--- config.mk ---
export PLATFORM = sky130hd
export DESIGN_NAME = fss_status_ctrl
export DESIGN_NICKNAME = d
export VERILOG_FILES = /design/src/hdl/fss_pkg.sv /design/src/hdl/fss_link_if.sv /design/src/hdl/fss_shifter.sv /design/src/hdl/fss_status_ctrl.sv
export VERILOG_INCLUDE_DIRS = /design/src /design/src/hdl
export SDC_FILE = /design/constraint.sdc
export NUM_CORES = 1
export LEC_CHECK = 0
export BUFFER_PORTS_ARGS = -buffer_cell sky130_fd_sc_hd__buf_2
export CAP_MARGIN = 20
export CORE_MARGIN = 2
export CORE_UTILIZATION = 50
export CTS_CLUSTER_SIZE = 12
export DETAILED_ROUTE_END_ITERATION = 8
export PLACE_DENSITY_LB_ADDON = 0.12
export SYNTH_ARGS = -nofsm -noshare
export SYNTH_HDL_FRONTEND = slang
export SYNTH_HIERARCHICAL = 1
export SYNTH_SLANG_ARGS = --single-unit
--- constraint.sdc ---
create_clock -name clock -period 5.3 [get_ports clock]
set_input_delay 1.06 -clock clock [delete_from_list [all_inputs] [get_ports clock]]
set_output_delay 1.06 -clock clock [all_outputs]
set_load 0.01 [all_outputs]
--- src/hdl/fss_regs.svh ---
`ifndef FSS_REGS_SVH
`define FSS_REGS_SVH

// Instruction codes
`define FSS_CMD_REGW      8'h01
`define FSS_CMD_PROG      8'h02
`define FSS_CMD_WPCLR     8'h04
`define FSS_CMD_RDST1     8'h05
`define FSS_CMD_WPSET     8'h06
`define FSS_CMD_RDST2     8'h07
`define FSS_CMD_CLRST     8'h30
`define FSS_CMD_BULK      8'h60
`define FSS_CMD_ESUSP     8'h75
`define FSS_CMD_PSUSP     8'h85
`define FSS_CMD_SECT      8'hD8
`define FSS_CMD_SWRST     8'hF0

// Status byte field positions
`define FSS_BIT_LOCK      7
`define FSS_BIT_PFAIL     6
`define FSS_BIT_EFAIL     5
`define FSS_BIT_GUARD_HI  4
`define FSS_BIT_GUARD_LO  2
`define FSS_BIT_WPL       1
`define FSS_BIT_ACT       0

// Reset and shipped values
`define FSS_GUARD_VOL_RST 3'h7
`define FSS_GUARD_NV_RST  3'h0
`define FSS_LOCK_NV_RST   1'b0

// Timing
`define FSS_CLK_PERIOD_NS 10
`define FSS_REGW_TIME_NS  1000
`define FSS_REGW_CYCLES   ((`FSS_REGW_TIME_NS + `FSS_CLK_PERIOD_NS - 1) / `FSS_CLK_PERIOD_NS)

`endif

--- src/hdl/fss_pkg.sv ---
package fss_pkg;

    typedef enum logic [5:0] {
        FSS_IDLE  = 6'h01,
        FSS_REGW  = 6'h02,
        FSS_PROG  = 6'h04,
        FSS_ERASE = 6'h08,
        FSS_BULK  = 6'h10,
        FSS_HALT  = 6'h20
    } fss_state_t;

    typedef logic [7:0] fss_byte_t;

endpackage

--- src/hdl/fss_link_if.sv ---
`timescale 1ns/1ps
interface fss_link_if;
    import fss_pkg::*;
    fss_byte_t rx_byte;
    logic      rx_valid;
    logic      frame_start;
    logic      frame_end;
    fss_byte_t tx_byte;

    modport shifter (output rx_byte, output rx_valid, output frame_start, output frame_end, input tx_byte);
    modport ctrl    (input rx_byte, input rx_valid, input frame_start, input frame_end, output tx_byte);
endinterface

--- src/hdl/fss_shifter.sv ---
`timescale 1ns/1ps
module fss_shifter (
    // Clock and reset
    input  wire logic  clock,
    input  wire logic  nrst,
    // Serial pins
    input  wire logic  sck,
    input  wire logic  cs_n,
    input  wire logic  si,
    output logic       so,
    output logic       so_oe,
    // Byte side
    fss_link_if.shifter lk
);
    import fss_pkg::*;

    logic [2:0] sck_q;
    logic [2:0] csn_q;
    logic [1:0] si_q;
    logic [2:0] cnt_q;
    logic [7:0] rxsh_q;
    logic [7:0] txsh_q;
    logic [7:0] rxb_q;
    logic       rxv_q;
    logic       fs_q;
    logic       fe_q;
    logic       so_q;
    logic       oe_q;

    // Edges are taken from stages 2 and 3 so stage 1 feeds nothing else
    wire sck_rise = sck_q[1] & ~sck_q[2] & ~csn_q[1];
    wire sck_fall = ~sck_q[1] & sck_q[2] & ~csn_q[1];
    wire cs_fall  = ~csn_q[1] & csn_q[2];
    wire cs_rise  = csn_q[1] & ~csn_q[2];
    wire [7:0] rx_next = {rxsh_q[6:0], si_q[1]};

    always_ff @(posedge clock or negedge nrst) begin
        if (!nrst) begin
            sck_q <= 3'h0;
            csn_q <= 3'h7;
            si_q  <= 2'h0;
        end else begin
            sck_q <= {sck_q[1:0], sck};
            csn_q <= {csn_q[1:0], cs_n};
            si_q  <= {si_q[0], si};
        end
    end

    always_ff @(posedge clock or negedge nrst) begin
        if (!nrst) begin
            cnt_q  <= 3'h0;
            rxsh_q <= 8'h00;
            rxb_q  <= 8'h00;
            rxv_q  <= 1'b0;
        end else begin
            rxv_q <= 1'b0;
            if (cs_fall) begin
                cnt_q <= 3'h0;
            end else if (sck_rise) begin
                rxsh_q <= rx_next;
                cnt_q  <= cnt_q + 3'h1;
                if (cnt_q == 3'h7) begin
                    rxb_q <= rx_next;
                    rxv_q <= 1'b1;
                end
            end
        end
    end

    // Mode 0 and 3: data changes on the falling edge, new byte at bit 0
    always_ff @(posedge clock or negedge nrst) begin
        if (!nrst) begin
            txsh_q <= 8'h00;
            so_q   <= 1'b0;
            oe_q   <= 1'b0;
            fs_q   <= 1'b0;
            fe_q   <= 1'b0;
        end else begin
            fs_q <= cs_fall;
            fe_q <= cs_rise;
            oe_q <= ~csn_q[1];
            if (cs_fall) begin
                txsh_q <= 8'h00;
                so_q   <= 1'b0;
            end else if (sck_fall && cnt_q == 3'h0) begin
                so_q   <= lk.tx_byte[7];
                txsh_q <= {lk.tx_byte[6:0], 1'b0};
            end else if (sck_fall) begin
                so_q   <= txsh_q[7];
                txsh_q <= {txsh_q[6:0], 1'b0};
            end
        end
    end

    assign so             = so_q;
    assign so_oe          = oe_q;
    assign lk.rx_byte     = rxb_q;
    assign lk.rx_valid    = rxv_q;
    assign lk.frame_start = fs_q;
    assign lk.frame_end   = fe_q;
endmodule

--- src/hdl/fss_status_ctrl.sv ---
`timescale 1ns/1ps
`include "fss_regs.svh"
// Behaviour
// - Lock plus low pin freezes lock and guards
// - High pin or clear lock allows writes
// - Program failure or protected target sets flag
// - Erase failure or protected sector sets flag
// - Bulk erase protected skip sets no flag
// - Failure flags cleared only by clear or software reset command
// - Nonzero guards reject program/erase in area
// - Guards volatile per select, volatile default ones
// - Bulk erase only with all guards zero
// - Set and clear commands drive permit latch
// - Writes need permit latch set
// - Successful operation clears permit latch
// - Resets clear latch; register write completion clears it too
// - Active flag high through every operation
// - While active only reads, suspends, clear, reset
// - Suspends only during matching array operation
// - Failure keeps device active until cleared
// - Register write command loads lock and guards
// - Lock protection bit freezes guard bits
module fss_status_ctrl #(
    parameter int REGW_CYCLES = `FSS_REGW_CYCLES
) (
    // Clock and reset
    input  wire logic         clock,
    input  wire logic         nrst,
    // Serial pins
    input  wire logic         sck,
    input  wire logic         cs_n,
    input  wire logic         si,
    input  wire logic         wr_protect_n,
    output logic              so,
    output logic              so_oe,
    // Configuration
    input  wire logic         guard_volatility_select,
    input  wire logic         lock_protection_bit,
    // Array core
    input  wire logic         target_protected,
    input  wire logic         op_done,
    input  wire logic         op_fail,
    input  wire logic         bulk_prot_seen,
    output logic              prog_start,
    output logic              erase_start,
    output logic              bulk_start,
    output logic              erase_suspend,
    output logic              prog_suspend,
    output logic              soft_reset,
    output logic [23:0]       op_addr,
    output fss_pkg::fss_byte_t flash_status_one
);
    import fss_pkg::*;

    fss_link_if lk ();

    fss_shifter u_shift (
        .clock (clock),
        .nrst  (nrst),
        .sck   (sck),
        .cs_n  (cs_n),
        .si    (si),
        .so    (so),
        .so_oe (so_oe),
        .lk    (lk.shifter)
    );

    function automatic logic busy_ok(input fss_byte_t c);
        busy_ok = (c == `FSS_CMD_RDST1) || (c == `FSS_CMD_RDST2) || (c == `FSS_CMD_ESUSP) ||
                  (c == `FSS_CMD_PSUSP) || (c == `FSS_CMD_CLRST) || (c == `FSS_CMD_SWRST);
    endfunction

    fss_state_t state_q;
    fss_state_t state_d;
    logic [1:0] wp_q;
    logic       init_q;
    fss_byte_t  cmd_q;
    logic [2:0] idx_q;
    logic [23:0] addr_q;
    fss_byte_t  wdata_q;
    fss_byte_t  tx_q;
    logic [15:0] tmr_q;
    logic       lock_q;
    logic       lock_d;
    logic [2:0] guard_q;
    logic [2:0] guard_d;
    logic [2:0] nvg_q;
    logic [2:0] nvg_d;
    logic       wpl_q;
    logic       wpl_d;
    logic       pf_q;
    logic       pf_d;
    logic       ef_q;
    logic       ef_d;
    fss_byte_t  stat_q;
    logic       pst_q;
    logic       est_q;
    logic       bst_q;
    logic       esp_q;
    logic       psp_q;
    logic       srs_q;

    // Command decode at the end of the frame
    wire busy     = state_q != FSS_IDLE;
    wire go       = lk.frame_end & (idx_q != 3'h0) & (~busy | busy_ok(cmd_q));
    wire is_regw  = cmd_q == `FSS_CMD_REGW;
    wire is_prog  = cmd_q == `FSS_CMD_PROG;
    wire is_sect  = cmd_q == `FSS_CMD_SECT;
    wire is_bulk  = cmd_q == `FSS_CMD_BULK;
    wire hw_lock  = lock_q & ~wp_q[1];
    wire wpset_ok = go & ~busy & (cmd_q == `FSS_CMD_WPSET);
    wire wpclr_ok = go & ~busy & (cmd_q == `FSS_CMD_WPCLR);
    wire clr_ok   = go & (cmd_q == `FSS_CMD_CLRST);
    wire rst_ok   = go & (cmd_q == `FSS_CMD_SWRST);
    wire regw_ok  = go & ~busy & wpl_q & is_regw & (idx_q >= 3'h2) & ~hw_lock;
    wire prog_ok  = go & ~busy & wpl_q & is_prog & (idx_q >= 3'h5);
    wire sect_ok  = go & ~busy & wpl_q & is_sect & (idx_q >= 3'h4);
    wire bulk_ok  = go & ~busy & wpl_q & is_bulk & (guard_q == 3'h0);
    wire esp_ok   = go & (cmd_q == `FSS_CMD_ESUSP) & (state_q == FSS_ERASE || state_q == FSS_BULK);
    wire psp_ok   = go & (cmd_q == `FSS_CMD_PSUSP) & (state_q == FSS_PROG);
    wire regw_end = (state_q == FSS_REGW) & (tmr_q == 16'h0);
    wire op_end   = op_done & (state_q == FSS_PROG || state_q == FSS_ERASE || state_q == FSS_BULK);
    wire pf_set   = (prog_ok & target_protected) |
                    (op_end & op_fail & (state_q == FSS_PROG));
    wire ef_set   = (sect_ok & target_protected) |
                    (op_end & op_fail & (state_q == FSS_ERASE)) |
                    (op_end & op_fail & (state_q == FSS_BULK) & ~bulk_prot_seen);
    wire vol_rst  = guard_volatility_select;
    wire [2:0] guard_rst = vol_rst ? `FSS_GUARD_VOL_RST : nvg_q;

    always_ff @(posedge clock or negedge nrst) begin
        if (!nrst) begin
            wp_q <= 2'h3;
        end else begin
            wp_q <= {wp_q[0], wr_protect_n};
        end
    end

    // Frame bookkeeping
    always_ff @(posedge clock or negedge nrst) begin
        if (!nrst) begin
            cmd_q   <= 8'h00;
            idx_q   <= 3'h0;
            addr_q  <= 24'h0;
            wdata_q <= 8'h00;
        end else if (lk.frame_start) begin
            idx_q <= 3'h0;
        end else if (lk.rx_valid) begin
            idx_q <= (idx_q == 3'h7) ? idx_q : idx_q + 3'h1;
            if (idx_q == 3'h0) begin
                cmd_q <= lk.rx_byte;
            end
            if (idx_q == 3'h1) begin
                wdata_q <= lk.rx_byte;
            end
            if (~busy && (idx_q >= 3'h1) && (idx_q <= 3'h3) && (is_prog || is_sect)) begin
                addr_q <= {addr_q[15:0], lk.rx_byte};
            end
        end
    end

    // Read data stays live so repeated bytes track the status
    always_ff @(posedge clock or negedge nrst) begin
        if (!nrst) begin
            tx_q <= 8'h00;
        end else if (lk.frame_start || idx_q == 3'h0) begin
            tx_q <= 8'h00;
        end else if (cmd_q == `FSS_CMD_RDST1) begin
            tx_q <= stat_q;
        end else begin
            tx_q <= 8'h00;
        end
    end
    assign lk.tx_byte = tx_q;

    always_comb begin
        state_d = state_q;
        case (state_q)
            FSS_IDLE: begin
                if (regw_ok) begin
                    state_d = FSS_REGW;
                end else if (prog_ok) begin
                    state_d = target_protected ? FSS_HALT : FSS_PROG;
                end else if (sect_ok) begin
                    state_d = target_protected ? FSS_HALT : FSS_ERASE;
                end else if (bulk_ok) begin
                    state_d = FSS_BULK;
                end
            end
            FSS_REGW: begin
                if (regw_end) begin
                    state_d = FSS_IDLE;
                end
            end
            FSS_PROG, FSS_ERASE, FSS_BULK: begin
                if (op_end) begin
                    state_d = (pf_set || ef_set) ? FSS_HALT : FSS_IDLE;
                end
            end
            FSS_HALT: begin
                if (clr_ok) begin
                    state_d = FSS_IDLE;
                end
            end
            default: state_d = FSS_IDLE;
        endcase
        if (rst_ok) begin
            state_d = FSS_IDLE;
        end
    end

    // Hardware sets win over a clear arriving in the same cycle
    assign pf_d = (pf_q & ~clr_ok & ~rst_ok) | pf_set;
    assign ef_d = (ef_q & ~clr_ok & ~rst_ok) | ef_set;

    assign wpl_d = rst_ok ? 1'b0 :
                   wpset_ok ? 1'b1 :
                   wpclr_ok ? 1'b0 :
                   (regw_end || (op_end && !op_fail)) ? 1'b0 :
                   wpl_q;

    // Guard write is dropped while frozen; the lock bit still loads
    assign lock_d  = regw_end ? wdata_q[`FSS_BIT_LOCK] : lock_q;
    assign guard_d = init_q || rst_ok ? guard_rst :
                     (regw_end && !lock_protection_bit) ?
                     wdata_q[`FSS_BIT_GUARD_HI:`FSS_BIT_GUARD_LO] : guard_q;
    assign nvg_d   = (regw_end && !lock_protection_bit && !vol_rst) ?
                     wdata_q[`FSS_BIT_GUARD_HI:`FSS_BIT_GUARD_LO] : nvg_q;

    always_ff @(posedge clock or negedge nrst) begin
        if (!nrst) begin
            state_q <= FSS_IDLE;
            init_q  <= 1'b1;
            tmr_q   <= 16'h0;
            lock_q  <= `FSS_LOCK_NV_RST;
            guard_q <= `FSS_GUARD_NV_RST;
            nvg_q   <= `FSS_GUARD_NV_RST;
            wpl_q   <= 1'b0;
            pf_q    <= 1'b0;
            ef_q    <= 1'b0;
        end else begin
            state_q <= state_d;
            init_q  <= 1'b0;
            tmr_q   <= regw_ok ? 16'(REGW_CYCLES - 1) : (tmr_q != 16'h0 ? tmr_q - 16'h1 : tmr_q);
            lock_q  <= lock_d;
            guard_q <= guard_d;
            nvg_q   <= nvg_d;
            wpl_q   <= wpl_d;
            pf_q    <= pf_d;
            ef_q    <= ef_d;
        end
    end

    // Registered outputs toward the core and the status view
    always_ff @(posedge clock or negedge nrst) begin
        if (!nrst) begin
            stat_q <= 8'h00;
            pst_q  <= 1'b0;
            est_q  <= 1'b0;
            bst_q  <= 1'b0;
            esp_q  <= 1'b0;
            psp_q  <= 1'b0;
            srs_q  <= 1'b0;
        end else begin
            stat_q <= {lock_q, pf_q, ef_q, guard_q, wpl_q, busy};
            pst_q  <= prog_ok & ~target_protected;
            est_q  <= sect_ok & ~target_protected;
            bst_q  <= bulk_ok;
            esp_q  <= esp_ok;
            psp_q  <= psp_ok;
            srs_q  <= rst_ok;
        end
    end

    assign prog_start       = pst_q;
    assign erase_start      = est_q;
    assign bulk_start       = bst_q;
    assign erase_suspend    = esp_q;
    assign prog_suspend     = psp_q;
    assign soft_reset       = srs_q;
    assign op_addr          = addr_q;
    assign flash_status_one = stat_q;
endmodule

* Yosys cells after proc, flatten, opt, wreduce, memory -nomap -nowiden *
Index checks and enable logic that the tools add are counted.

operators by class
  add/sub/neg operators = 3
  mux-type cells = 37
  $lt $le $gt $ge = 5
  reductions and logical operators = 43
  bitwise logic cells = 62
  eq/ne operators = 27

operators with widths
  operator                 number
  $mux W6                  11
  $and A1 B1 Y1            43
  $mux W8                  5
  $eq A8 B3 Y1 const B     4
  $mux W16                 2
  $eq A8 B8 Y1 const B     3
  $mux W3                  8
  $pmux W6 S4              1
  $eq A8 B7 Y1 const B     2
  $logic_not A16 Y1        1
  $reduce_bool A16 Y1      1
  $sub A16 B1 Y16 const B  1
  $logic_or A1 B1 Y1       13
  $not A1 Y1               13
  $reduce_and A3 Y1        4
  $mux W1                  10
  $logic_not A3 Y1         3
  $ne A3 B3 Y1 const B     3
  $eq A8 B1 Y1 const B     1
  $eq A8 B2 Y1 const B     1
  $eq A8 B6 Y1 const B     1
  $reduce_bool A2 Y1       4
  $logic_and A1 B1 Y1      7
  $add A3 B1 Y3 const B    2
  22 further kinds         33

storage, ports and cells
  register bits = 139
  output and inout bits = 40
  logic and storage cells = 211
  input bits = 12

* Longest topological paths before layout *
  word-level depth = 20
  mapped depth = 9
  mapped depth without buffers = 7

* Cells and area by module *
Netlist, hierarchy kept.

by module, submodules not included
  module           area each (µm²)  cells each  times used  sequential area each (µm²)
  fss_status_ctrl  4468.0           376         1           2407.3
  fss_shifter      1465.2           95          1           954.7

* Least setup slack after synthesis *
No wires, ideal clock.

  path type = register to register
  start point = reg state_q[2]
  end point = reg addr_q[0], in the netlist op_addr[0]
  data required time = 5175 ps
  slack = 2871 ps
  arrival = 2304 ps
  cell stages (with the launch flop) = 8
  path through = dfrtp_1 buf_6 or4_4 nor3b_4 inv_4 a2111oi_4 buf_6 mux2_4

on the way
  longest elaborated chain between the ends = 6

RTL lines
  what                                RTL line                source
  start: declaration                  fss_status_ctrl.sv:73   fss_state_t state_q;
  start signal: assignment            fss_status_ctrl.sv:242  state_q <= state_d;
  $ne A6 B1 Y1                        fss_status_ctrl.sv:104  wire busy = state_q != FSS_IDLE;
  named net busy                      fss_status_ctrl.sv:104
  $not A1 Y1                          fss_status_ctrl.sv:156  if (~busy && (idx_q >= 3'h1) && (idx_q <= 3'h3) && (is_prog || is_sect)) begin
  $logic_and A1 B1 Y1 (3 in series)   fss_status_ctrl.sv:156
  $reduce_and A3 Y1 (no source line)  --
  end signal: assignment              fss_status_ctrl.sv:157  addr_q <= {addr_q[15:0], lk.rx_byte};
  end: declaration                    fss_status_ctrl.sv:79   logic [23:0] addr_q;

The timed path passes the listed nets, and every way through them passes these cells.
A chain may end at the register's enable or synchronous reset.

* Worst setup path after layout *
  start point = reg tmr_q[3]
  end point = reg nvg_q[2]

on the way
  longest elaborated chain between the ends = 4

RTL lines
  what                               RTL line                source
  start: declaration                 fss_status_ctrl.sv:82   logic [15:0] tmr_q;
  start signal: assignment           fss_status_ctrl.sv:244  tmr_q <= regw_ok ? 16'(REGW_CYCLES - 1) : (tmr_q != 16'h0 ? tmr_q - 16'h1 : tmr_q);
  $logic_not A16 Y1                  fss_status_ctrl.sv:121  wire regw_end = (state_q == FSS_REGW) & (tmr_q == 16'h0);
  $and A1 B1 Y1                      fss_status_ctrl.sv:121
  $logic_and A1 B1 Y1 (2 in series)  fss_status_ctrl.sv:227  assign nvg_d = (regw_end && !lock_protection_bit && !vol_rst) ?
  end signal: assignment             fss_status_ctrl.sv:237  nvg_q <= `FSS_GUARD_NV_RST;
  end signal: assignment             fss_status_ctrl.sv:247  nvg_q <= nvg_d;
  end: declaration                   fss_status_ctrl.sv:87   logic [2:0] nvg_q;

No other way between the ends.

==> out/metrics.cfg <==
[outcome]
outcome = finished, violations left
violations = DRC

[floorplanning]
num_rows = 39
die_y_um = 113
die_w_um = 113
pin_count = 52
die-area_um2 = 12800
core_area_um2 = 11500
initial_core_util = 0.515

[synth]
ys_warn_count = 6
synth.distinct_cells = 63
synth_cells = 471
yosys_most_used_dff = dfrtp_1
synth_edf_count = 0
ys_seq_area_frac = 0.567
syn_avg_cell_area_um2 = 12.6
synth_fp_nets = 493
syn_area_um2 = 5930
synth-async-reset-ratio = 1.00
ys_ff_latch = 134

[power]
ir_drop_mv = 0.186
p_leak_nw = 3.41
p_per_area_nw_per_um2 = 331
fin_total_pwr_mw = 2.27

[detailed_routing]
vias_per_cell = 5.56
wl_met3_um = 479
wl_met2_um = 5200
firstDrtPassIters = 7
avgRoutedWirePerCell_um = 16.1
highest_layer = met4
num_vias = 3797
wl_met1_um = 5040
first_iter_violations = 158
route.detailed.drc = 3
ant_nets = 0
postRouteWirelength_um = 11000

[timing]
fin_setup_tns_ps = 0
rsz0062_at_grt = false
fin_skew_ps = 5.23
slew_headroom = 0.380
hold_violations = 0
fmax_ghz = 0.378
tightest_slew_ps = 921
finalCritPeriodShare = 0.499
setup_viol = 0
period_needed_ps = 2650
slew_viol_final = 0

[hold_path]
min_path_type = register to register

[finish]
design_area_um2 = 6870
synthToLayoutAreaGrowth_pct = 15.8
antenna_cells = 0
fin_nets = 549
fin_cells = 683
drive_gt1_frac = 0.287

[job]
timing.max_cap.violations = 0

[placement]
dp_hpwl_um = 7680
gp_congestion = 0.863
post_dp_cell_area_um2 = 6290
dp_cells = 651
port_buffers = 51

[global_route]
grt_pass1_vias = 3806
antenna_found_initial = 0
grt_pass1_wl_um = 18900
grt_max_degree = 100
grt-ovfl-total = 0
track_usage = 0.189

[clock_network]
postCtsHoldBufs = 0
clkSinkCount = 134
cts_root_buffer = clkbuf_16
clockBufferDepth = 2
cts.repair.resized = 0
cts_tree = yes
cts_inserted_buffers = 17
postCtsSetupRepairBufs = 0
clock_latency_ps = 410
clkTransAtPathRegs_ps = 60
htreeDepth = 4

[worst_setup_path]
cp_data_arrival_time_ps = 2940
crit_type = register to register
required_ps = 5590
start_kind = register
critPathCaptureType = register
cp_max_fo = 6

-- report_power, final --
group / switching, mW / internal (mW)
clock: 0.410 / 0.724
combinational: 0.0393 / 0.0272
sequential: 0.0191 / 1.05
-- worst max-delay path, stage by stage, from the launching register on --
cell	delay [ps]
dfrtp_1	420
nor3_1	580
nand3b_1	320
or4_4	510
nor4_4	310
mux2_2	380
-- path summary, 6_finish.rpt --
path | start | end | slack, ps | cells after the start
worst max-delay path | tmr_q[3]$_DFFE_PN0P_ | nvg_q[2]$_DFFE_PN0P_ | 2650 | 5
worst min-delay path | u_shift/si_q[0]$_DFF_PN0_ | u_shift/si_q[1]$_DFF_PN0_ | 350 | 0
worst max register to register | tmr_q[3]$_DFFE_PN0P_ | nvg_q[2]$_DFFE_PN0P_ | 2650 | 5
worst min register to register | u_shift/si_q[0]$_DFF_PN0_ | u_shift/si_q[1]$_DFF_PN0_ | 350 | 0
max in group asynchronous | nrst | init_q$_DFF_PN1_ | 3510 | 2
min in group asynchronous | nrst | u_shift/sck_q[2]$_DFF_PN0_ | 750 | 1
-- cells in the mapped netlist, drive strengths merged, types with 2 or more instances --
cell     number  share of area
dfrtp       127           0.54
mux2         56           0.12
nor2         36          0.023
nand2        19          0.013
inv          18          0.012
o21ai        15          0.013
mux2i        13          0.022
and2         11          0.012
ha           10          0.021
nor3         10         0.0084
a21oi         9         0.0076
clkbuf        9         0.0057
nand4         9         0.0095
nor2b         9         0.0095
nor4          9          0.012
xor2          9          0.013
o2bb2ai       8          0.012
or4           8          0.011
buf           7          0.011
dfstp         7          0.031
nor3b         7          0.012
nand3b        6         0.0076
xnor2         6         0.0089
and3          5         0.0053
nand3         5         0.0042
a31oi         4         0.0042
o211ai        4         0.0051
a2111oi       3         0.0076
and4          3         0.0044
nand2b        3         0.0032
or3           3         0.0032
a211oi        2         0.0025
nand4b        2         0.0030
nor4b         2         0.0055
or2           2         0.0021
-- metal layers --
metal  GRT usage  vias to the layer above
met1       0.258                     1870
li1            -                     1801
met3      0.0455                       30
met4      0.0911                        0
met5           0                        -
met2       0.286                       96
-- flip-flops by register name, summed over array words and instances (netlist names), 4 cells and up --
register and flops:
op_addr 24, tmr_q 16, cmd_q 8, flash_status_one 8
lk.tx_byte 8, u_shift/lk.rx_byte 8, u_shift/rxsh_q 7, u_shift/txsh_q 7
state_q 6, wdata_q 4
-- through the flow --
stage / worst slack, ps / util / hold WS (ps)
global route: 2500 / 0.597 / 361
CTS: 2650 / 0.597 / 348
floorplan: 2870 / - / 331
detailed placement: 2650 / 0.546 / 336
global placement: 2690 / 0.546 / 333
finish: 2650 / 0.597 / 348
-- layout make-up --
type                    count  area [um2]
fillers                   935        4650
well taps                 143         179
flip-flops and latches    134        3360
clock inverters             9         100
multi-input cells         303        2400
repair buffers             53         277
clock buffers              23         478
inverters                  18        70.1
-- cell usage in the layout, fill, tap and decap left out, drive strengths merged, types with 4 or more instances in the layout --
cell type and count:
a21oi 9, a31oi 4, and2 11, and3 5
buf 53, clkbuf 23, clkinv 5, dfrtp 127
dfstp 7, ha 10, inv 18, mux2 56
mux2i 13, nand2 19, nand3 5, nand3b 6
nand4 9, nor2 36, nor2b 9, nor3 10
nor3b 7, nor4 9, o211ai 4, o21ai 15
o2bb2ai 8, or4 8, xnor2 6, xor2 9
-- logic make-up after synthesis --
| group | Yosys count | share of synthesized area |
|---|---|---|
| AOI/OAI and AO/OA | 55 | 0.0660 |
| DFF | 134 | 0.567 |
| muxes | 69 | 0.141 |
| and+or+nand+nor | 153 | 0.155 |
| xor gates and xnor gates | 15 | 0.0221 |
| adders and majority gates | 10 | 0.0211 |
| other | 1 | 0.000632 |
| buffers and inverters | 34 | 0.0280 |
Power figures use the tool's default switching activity.
